`src/logic/vphl_pkg.sv`:
```
package vphl_pkg;
    // Command codes carried in the first byte of each frame
    localparam logic [7:0] CMD_VIDEO_ENABLE = 8'h01;
    localparam logic [7:0] CMD_VIDEO_DISABLE = 8'h02;
    localparam logic [7:0] CMD_STREAM_INFO = 8'h03;
    localparam logic [7:0] CMD_VIDEO_READ = 8'h04;
    localparam logic [7:0] CMD_AUDIO_START = 8'h05;
    localparam logic [7:0] CMD_AUDIO_STOP = 8'h06;
    // Status byte values returned by the info and video disable commands
    localparam logic [7:0] INFO_VALID = 8'hA5;
    localparam logic [7:0] INFO_NONE = 8'h00;
    localparam logic [7:0] STOPPED_ACK = 8'h5A;
    // Idle fill byte on the master-in line
    localparam logic [7:0] FILL_BYTE = 8'hFF;
    // Sensor reset pulse length
    localparam int SENSOR_RST_NS = 1000;
    localparam int CLK_PERIOD_NS = 5;
    localparam int SENSOR_RST_CYC =
        (SENSOR_RST_NS + CLK_PERIOD_NS - 1) / CLK_PERIOD_NS;
    localparam int BYTE_BITS = 8;
    localparam logic [2:0] BIT_LAST = 3'h7;

    typedef enum logic [2:0] {
        VPHL_IDLE,
        VPHL_ENABLED,
        VPHL_INFO_OK,
        VPHL_STREAM
    } vphl_mode_t;
endpackage

```
`src/logic/vphl_spi_shift.sv`:
```
`timescale 1ns/1ps
// Serial slave byte shifter, mode 0, MSB first, pins already synchronised
module vphl_spi_shift
    import vphl_pkg::*;
(
    // Clock and reset
    input wire logic clk,
    input wire logic rst_n,
    input wire logic clk_en,
    // Synchronised pins
    input wire logic cs_n,
    input wire logic sclk,
    input wire logic mosi,
    output logic miso,
    // Byte side
    input wire logic [7:0] tx_byte,
    output logic [7:0] rx_byte,
    output logic rx_valid,
    output logic frame_start,
    output logic frame_end
);
    logic sclk_d;
    logic cs_d;
    logic [2:0] bit_cnt;
    logic [7:0] shreg;
    logic [7:0] txreg;
    logic next_sclk_d;
    logic next_cs_d;
    logic [2:0] next_bit_cnt;
    logic [7:0] next_shreg;
    logic [7:0] next_txreg;
    logic [7:0] next_rx_byte;
    logic next_rx_valid;
    logic next_miso;

    // Edge detection and shifting
    always_comb begin
        next_sclk_d = sclk;
        next_cs_d = cs_n;
        next_bit_cnt = bit_cnt;
        next_shreg = shreg;
        next_txreg = txreg;
        next_rx_byte = rx_byte;
        next_rx_valid = 1'b0;
        next_miso = miso;
        if (cs_n) begin
            next_bit_cnt = 3'h0;
            next_txreg = tx_byte;
            next_miso = tx_byte[7];
        end else if (sclk && !sclk_d) begin
            next_shreg = {shreg[6:0], mosi};
            next_bit_cnt = bit_cnt + 3'h1;
            if (bit_cnt == BIT_LAST) begin
                next_rx_byte = {shreg[6:0], mosi};
                next_rx_valid = 1'b1;
            end
        end else if (!sclk && sclk_d) begin
            // Reload at byte boundary so the next byte leads with its MSB
            if (bit_cnt == 3'h0) begin
                next_txreg = {tx_byte[6:0], 1'b0};
                next_miso = tx_byte[7];
            end else begin
                next_txreg = {txreg[6:0], 1'b0};
                next_miso = txreg[7];
            end
        end
    end

    assign frame_start = cs_d && !cs_n;
    assign frame_end = !cs_d && cs_n;

    always_ff @(posedge clk or negedge rst_n) begin
        if (!rst_n) begin
            sclk_d <= 1'b0;
            cs_d <= 1'b1;
            bit_cnt <= 3'h0;
            shreg <= 8'h00;
            txreg <= 8'hFF;
            rx_byte <= 8'h00;
            rx_valid <= 1'b0;
            miso <= 1'b1;
        end else if (clk_en) begin
            sclk_d <= next_sclk_d;
            cs_d <= next_cs_d;
            bit_cnt <= next_bit_cnt;
            shreg <= next_shreg;
            txreg <= next_txreg;
            rx_byte <= next_rx_byte;
            rx_valid <= next_rx_valid;
            miso <= next_miso;
        end
    end
endmodule

```
`src/logic/vphl_top.sv`:
```
`timescale 1ns/1ps
// Summary of operation
// - Processor raises its ready line when able to take or give a transfer.
// - Speaker amplifier enable is high exactly while audio streams.
// - Processor pulses the image sensor reset while bringing the sensor up.
// - Image data arrives from the sensor over the camera interface.
// - Enable, then stream info, then repeated video reads until stop.
module vphl_top
    import vphl_pkg::*;
#(
    parameter int DATA_W = 8,
    parameter int RST_CYC = SENSOR_RST_CYC
) (
    // Clock, reset, enable
    input wire logic clk,
    input wire logic rst_n,
    input wire logic clk_en,
    // Serial link from the host
    input wire logic spi_cs_n,
    input wire logic spi_sclk,
    input wire logic spi_mosi,
    output logic spi_miso,
    // Handshake lines
    input wire logic host_sync,
    output logic proc_ready,
    // Image sensor side, already deserialised by the camera receiver
    input wire logic [DATA_W-1:0] pix_data,
    input wire logic pix_valid,
    output logic sensor_rst_n,
    // Audio
    output logic speaker_amp_enable,
    // Streaming state seen by the rest of the processor
    output logic video_on
);
    // Two-flop synchronisers for the serial, sync and valid pins; reset values match the
    // idle select, clock and valid levels so no false edge is seen after reset
    logic [4:0] sync1;
    logic [4:0] sync2;
    logic cs_s;
    logic sclk_s;
    logic mosi_s;
    logic hsync_s;
    logic pv_s;

    always_ff @(posedge clk or negedge rst_n) begin
        if (!rst_n) begin
            sync1 <= 5'h10;
            sync2 <= 5'h10;
        end else if (clk_en) begin
            sync1 <= {spi_cs_n, spi_sclk, spi_mosi, host_sync, pix_valid};
            sync2 <= sync1;
        end
    end
    assign cs_s = sync2[4];
    assign sclk_s = sync2[3];
    assign mosi_s = sync2[2];
    assign hsync_s = sync2[1];
    assign pv_s = sync2[0];

    // Pixel word register; the sensor data bus is quasi-static under valid
    // No freshness flag: a read repeats the last word if none has arrived
    logic [DATA_W-1:0] pix_hold;
    logic [DATA_W-1:0] next_pix_hold;
    logic pv_d;
    logic next_pv_d;

    // Streaming order state
    vphl_mode_t mode;
    vphl_mode_t next_mode;
    logic [7:0] cmd;
    logic [7:0] next_cmd;
    logic first_byte;
    logic next_first_byte;
    logic [7:0] tx_byte;
    logic [7:0] next_tx_byte;
    logic audio_on;
    logic next_audio_on;
    logic [15:0] rst_cnt;
    logic [15:0] next_rst_cnt;
    logic ready;
    logic next_ready;
    logic in_frame;
    logic next_in_frame;

    logic [7:0] rx_byte;
    logic rx_valid;
    logic frame_start;
    logic frame_end;

    vphl_spi_shift u_shift (
        .clk(clk),
        .rst_n(rst_n),
        .clk_en(clk_en),
        .cs_n(cs_s),
        .sclk(sclk_s),
        .mosi(mosi_s),
        .miso(spi_miso),
        .tx_byte(tx_byte),
        .rx_byte(rx_byte),
        .rx_valid(rx_valid),
        .frame_start(frame_start),
        .frame_end(frame_end)
    );

    // Pixel capture from the camera receiver on rising valid
    always_comb begin
        next_pv_d = pv_s;
        next_pix_hold = pix_hold;
        if (pv_s && !pv_d) begin
            next_pix_hold = pix_data;
        end
    end

    // Command decoding and streaming order
    always_comb begin
        next_mode = mode;
        next_cmd = cmd;
        next_first_byte = first_byte;
        next_tx_byte = tx_byte;
        next_audio_on = audio_on;
        next_in_frame = in_frame;
        // Sensor reset held low for a fixed time after reset release
        next_rst_cnt = rst_cnt;
        if (rst_cnt != 16'h0000) begin
            next_rst_cnt = rst_cnt - 16'h0001;
        end
        // New frame: expect a command byte, answer fill until decoded
        if (frame_start) begin
            next_first_byte = 1'b1;
            next_in_frame = 1'b1;
            next_tx_byte = FILL_BYTE;
        end
        // A cut frame drops its command so stray bytes do nothing
        if (frame_end) begin
            next_in_frame = 1'b0;
            next_cmd = 8'h00;
        end
        if (rx_valid && first_byte) begin
            next_first_byte = 1'b0;
            next_cmd = rx_byte;
            next_tx_byte = FILL_BYTE;
            // Out-of-order commands are ignored, not queued
            unique case (rx_byte)
                CMD_VIDEO_ENABLE: begin
                    if (mode == VPHL_IDLE) begin
                        next_mode = VPHL_ENABLED;
                    end
                end
                CMD_STREAM_INFO: begin
                    if (mode == VPHL_ENABLED) begin
                        next_mode = VPHL_INFO_OK;
                        next_tx_byte = INFO_VALID;
                    end else begin
                        next_tx_byte = INFO_NONE;
                    end
                end
                CMD_VIDEO_READ: begin
                    if (mode == VPHL_INFO_OK || mode == VPHL_STREAM) begin
                        next_mode = VPHL_STREAM;
                        next_tx_byte = pix_hold[7:0];
                    end
                end
                CMD_VIDEO_DISABLE: begin
                    next_mode = VPHL_IDLE;
                    next_tx_byte = STOPPED_ACK;
                end
                CMD_AUDIO_START: next_audio_on = 1'b1;
                CMD_AUDIO_STOP: next_audio_on = 1'b0;
                default: next_cmd = 8'h00;
            endcase
        end else if (rx_valid && cmd == CMD_VIDEO_READ &&
                     mode == VPHL_STREAM) begin
            // Each further byte returns the latest captured pixel word
            next_tx_byte = pix_hold[7:0];
        end
    end

    // Ready stays high outside frames once the sensor is up; inside a
    // frame it drops so a new one cannot begin until this one ends
    always_comb begin
        next_ready = (rst_cnt == 16'h0000) && !next_in_frame;
    end

    // State registers; clk_en low holds every one of them
    always_ff @(posedge clk or negedge rst_n) begin
        if (!rst_n) begin
            mode <= VPHL_IDLE;
            cmd <= 8'h00;
            first_byte <= 1'b0;
            tx_byte <= 8'hFF;
            audio_on <= 1'b0;
            rst_cnt <= 16'(RST_CYC);
            ready <= 1'b0;
            in_frame <= 1'b0;
            pix_hold <= '0;
            pv_d <= 1'b0;
        end else if (clk_en) begin
            mode <= next_mode;
            cmd <= next_cmd;
            first_byte <= next_first_byte;
            tx_byte <= next_tx_byte;
            audio_on <= next_audio_on;
            rst_cnt <= next_rst_cnt;
            ready <= next_ready;
            in_frame <= next_in_frame;
            pix_hold <= next_pix_hold;
            pv_d <= next_pv_d;
        end
    end

    // Outputs; hsync_s is observed but the host alone gates frame start
    assign proc_ready = ready;
    assign speaker_amp_enable = audio_on;
    assign sensor_rst_n = (rst_cnt == 16'h0000);
    assign video_on = (mode == VPHL_STREAM) && hsync_s;
endmodule

```
`config.mk`:
```
export PLATFORM = sky130hd
export DESIGN_NAME = vphl_top
export DESIGN_NICKNAME = d
export VERILOG_FILES = /design/src/logic/vphl_pkg.sv /design/src/logic/vphl_spi_shift.sv /design/src/logic/vphl_top.sv
export SDC_FILE = /design/constraint.sdc
export NUM_CORES = 1
export LEC_CHECK = 0
export ABC_AREA = 1
export CAP_MARGIN = 20
export CORE_MARGIN = 1.5
export CORE_UTILIZATION = 45
export CTS_CLUSTER_SIZE = 8
export DETAILED_ROUTE_END_ITERATION = 10
export DONT_BUFFER_PORTS = 1
export GPL_ROUTABILITY_DRIVEN = 0
export PLACE_DENSITY = 0.59
export SLEW_MARGIN = 25
export SYNTH_ARGS = -nofsm -noshare
export SYNTH_HDL_FRONTEND = slang
export SYNTH_SLANG_ARGS = --single-unit
```
`constraint.sdc`:
```
create_clock -name clk -period 1.6 [get_ports clk]
set_clock_uncertainty 0.15 [all_clocks]
set_input_delay 0.32 -clock clk [delete_from_list [all_inputs] [get_ports clk]]
set_output_delay 0.32 -clock clk [all_outputs]
set_load 0.02 [all_outputs]
```
==> results.md <==
- The flow ran to the end, but the final reports show violations.
- The checks that failed: negative hold slack, negative setup slack.
- The DRC violation count after routing is 0.
- By startpoint and endpoint, the worst setup path is classified as flop to primary output.
- After clock tree synthesis, the clock-pin slew on the worst setup and hold paths is 0.08 ns.
- The detailed router finished its first iteration with 179 violations.
- The cell with the largest stage delay on the worst path is dfrtp_1.
- Among all flip-flop cells after synthesis, the most frequent one is dfrtp_1.
- Measured on the finished design, the core utilization comes to 58.07%.
- Measured against its own limit, the worst slew margin works out to 47.60%.
- TritonCTS built the clock tree.
- The number of non-filler instances in the completed layout is 758.
- The post-placement cell count is 708.
- At the worst endpoint, the required time is 1.13 ns.
- The share of final-layout standard cells stronger than drive strength 1 is 23.37%.
- The largest incremental delay on the critical path is 0.39 ns.
- The max capacitance violation total is 0.
- The startpoint identified for the worst register-to-register timing path is rst_cnt[5].
- The worst hold slack is -0.4911 ns.
- The final number of max-transition violations came to 0.
- The maximum vdd ir drop is 673.4 uV.
- The overall die width is 101.5 um.
- The synthesized flop and latch total is 87.
- The count of warnings emitted by yosys is 0.
- The number of endpoints failing setup at the final stage is 13.
- The cell area that synthesis handed to floorplanning was 4367 um2.
- The hold buffer count at cts is 14.
- The die covers 10300 um2.
- The total power is 7.349 mW.
- The final critical path takes up 111.7% of the cycle.
- The number of global-route vias before repair came to 3553.
- In the synthesized netlist the async set-or-reset flop fraction comes to 100.0%.
- The core outline area is 9328 um2.
- The count of nets left with antenna violations once routing finished came out at 0.
- The endpoint of the lowest-slack register-to-register path is rst_cnt[10].
- After detailed routing, the total wire length is 9.632 mm.
- The first global-routing pass estimated 16.19 mm of wire.
- By count the netlist is led by nand2_1 (190), nor2_1 (68), dfrtp_1 (64), inv_1 (60), nand3_1 (40).
- The initial utilization of the core area, before any placement, comes to 46.81%.
- The remaining global-route overflow is 0.
- After detailed placement, the total cell area comes to 4701 um2.
- Pin placement for this block handled 21 I/O pins.
- In the synthesized netlist, the number of instances is 560.
- Counting flops with a built-in enable in the synthesized netlist gives 0.
- At the end of the flow, the number of nets in the layout was 644.
- The biggest area contributor in the post-synthesis netlist is dfrtp_1.
- Setup slack on the critical path of the routed design comes to -0.1869 ns.
- The number of clock buffers added by TritonCTS is 9.
- The highest fanout seen on the critical path is 4.
- The path category of the worst min-delay check is primary input to async pin.
- In the routed layout, each cell is associated on average with a via count of 4.864.
- After synthesis, flip-flops and latches occupy 50.52% of the total area.
- STA classifies the critical path startpoint as a flop.
- The signal on the critical path passes through inv_2, ha_4, nand2_4, inv_2, nand2_1, nor2_4.
- The largest buffer count on any clock path is 2.
- Setup repair after global routing could not meet its margin everywhere.
- The first detailed-routing pass took 5 iterations.
- The cell at the root of the clock tree is clkbuf_8.
- The worst register-to-register path has a depth of 9.
- For the pin with the worst max-slew slack, the measured transition is 0.7861 ns.
- Static timing analysis puts the maximum clock frequency at 559.6 MHz.
- The worst path arrival time is 1.32 ns.
- The repair_antennas step left the layout with diodes totalling 0.
- The clock reaches the later pin of the worst-skew pair after 0.35 ns.
- The area share of the largest cell type after synthesis is 36.68%.
- The setup TNS after final layout is -0.3871 ns.
- Compared with the post-synthesis result, the final layout area differs by 24.04%.
- The number of failing hold endpoints at the final stage is 87.
- The via count of the routed design is 3687.
- Timing analysis after detailed placement gives a worst setup slack of -0.01083 ns.
- The cell repeated most along the worst path is inv_2.
- The kind of capture point of the worst setup path is a primary output.
- The largest net degree at the start of global routing is 88.
- The leakage power is 2.639 nW.
- With fillers left out, the area of the finished cells amounts to 5416 um2.
- The initial antenna violation count was 0.
- Synthesis produced a netlist with a net count of 580.
- The initialized floorplan defines 35 standard-cell rows.
- The die boundary height is 101.5 um.
- The clock drives 87 sinks.
- Averaged over all synthesized cells, the footprint is 7.798 um2.
- For the finished layout, the period the worst path requires is 1.787 ns.
- In this run the tool buffered the top-level ports with 0 buffer cells.
- The setup slack of the most critical reg-to-reg path is -0.04 ns.
- The maximum level of the CTS H-tree is 3.
- After synthesis, the cell types taking the most area are dfrtp_1 (37%), nand2_1 (16%), dfstp_2 (14%), nor2_1 (5.8%), inv_1 (5.2%).
- The post-detailed-route wirelength per cell is 12.71 um.
- The overall global routing resource usage is 20.04%.
- The most frequent cell after synthesis is nand2_1.
- Yosys mapped the design onto 32 distinct sky130hd cell types.
- After legalization and detailed placement, the total HPWL measured 6.203 mm.
- In this run the power density over the cells is 1357 nW/um2.
-- area by class of cell --
| class | instances | area, um2 |
|---|---|---|
| clock inverter | 2 | 37.54 |
| timing repair buffer | 66 | 573.1 |
| clock buffer | 14 | 172.7 |
| multi-input combinational | 396 | 2008 |
| tap | 129 | 161.4 |
| inverter | 62 | 244.0 |
| timing repair inverter | 2 | 13.76 |
| fill | 859 | 3911 |
| sequential | 87 | 2206 |
-- critical path, delay by kind of cell (launching register included) --
| kind | cells | cell delay (ns) |
|---|---|---|
| flops | 1 | 0.39 |
| simple gates | 3 | 0.30 |
| buf+inv | 2 | 0.14 |
| fa+ha+maj | 1 | 0.14 |
-- report_power, final --
part           switching [mW]  internal, mW  total [mW]  leakage, nW
clock                   0.764         0.853        1.62        0.103
combinational            1.32          1.14        2.46         1.51
sequential              0.386          2.89        3.27         1.03
total                    2.47          4.88        7.35         2.64
-- cell usage in the layout, fill, tap and decap left out, types with 8 or more instances in the layout --
master and instances:
nor2_1 55, nand3_2 8, o21ai_1 8, inv_1 53
dlygate4sd3_1 13, a21oi_1 14, nor2_2 14, nand3_1 32
buf_6 8, nand2_4 8, buf_4 42, clkbuf_8 12
dfstp_2 23, dfrtp_1 64, o21ai_0 23, nand2_1 178
-- cells by family after synthesis --
| group | count (synthesis) | share of synthesized area [%] |
|---|---|---|
| xor+xnor | 12 | 2.407 |
| simple gates | 319 | 30.54 |
| compound gates | 60 | 7.536 |
| buf+inv | 78 | 7.851 |
| flops | 87 | 50.52 |
| fa+ha+maj | 4 | 1.146 |
-- flip-flops by register name, summed over array words and instances, names as in the netlist, 2 cells and up --
register / flops
rst_cnt: 16
u_shift.shreg: 7
u_shift.rx_byte: 8
sync1: 5
mode: 2
u_shift.txreg: 8
tx_byte: 8
sync2: 5
u_shift.bit_cnt: 3
pix_hold: 8
cmd: 8
-- worst max-delay path by stage --
| stage | from | to | slack (ns) | depth (start not counted) |
|---|---|---|---|---|
| after global placement | rst_cnt[0] | rst_cnt[7] | 0.02 | 8 |
| final | rst_cnt[0] | sensor_rst_n | -0.19 | 6 |
| after floorplan | rst_cnt[0] | rst_cnt[4] | 0.01 | 10 |
| after global routing | rst_cnt[5] | sensor_rst_n | -0.29 | 5 |
| after CTS | rst_cnt[4] | sensor_rst_n | -0.22 | 5 |
| after detailed placement | rst_cnt[0] | rst_cnt[13] | -0.01 | 9 |
-- layer usage --
| layer | track usage, % | up-vias | share of wire (%) |
|---|---|---|---|
| met5 | 0 | - | 0 |
| met4 | 8.226 | 0 | 1.6 |
| met3 | 2.899 | 13 | 2.9 |
| met2 | 32.62 | 62 | 48 |
| met1 | 26.90 | 1721 | 47 |
| li1 | - | 1891 | - |
-- timing repair --
item	CTS	global route
gates resized for setup	23	49
buffers inserted	17	3
endpoints found under the setup margin	13	55
cloned	2	2
pin swaps	12	20
hold endpoints to repair	113	87
Power figures use the tool's default switching activity.
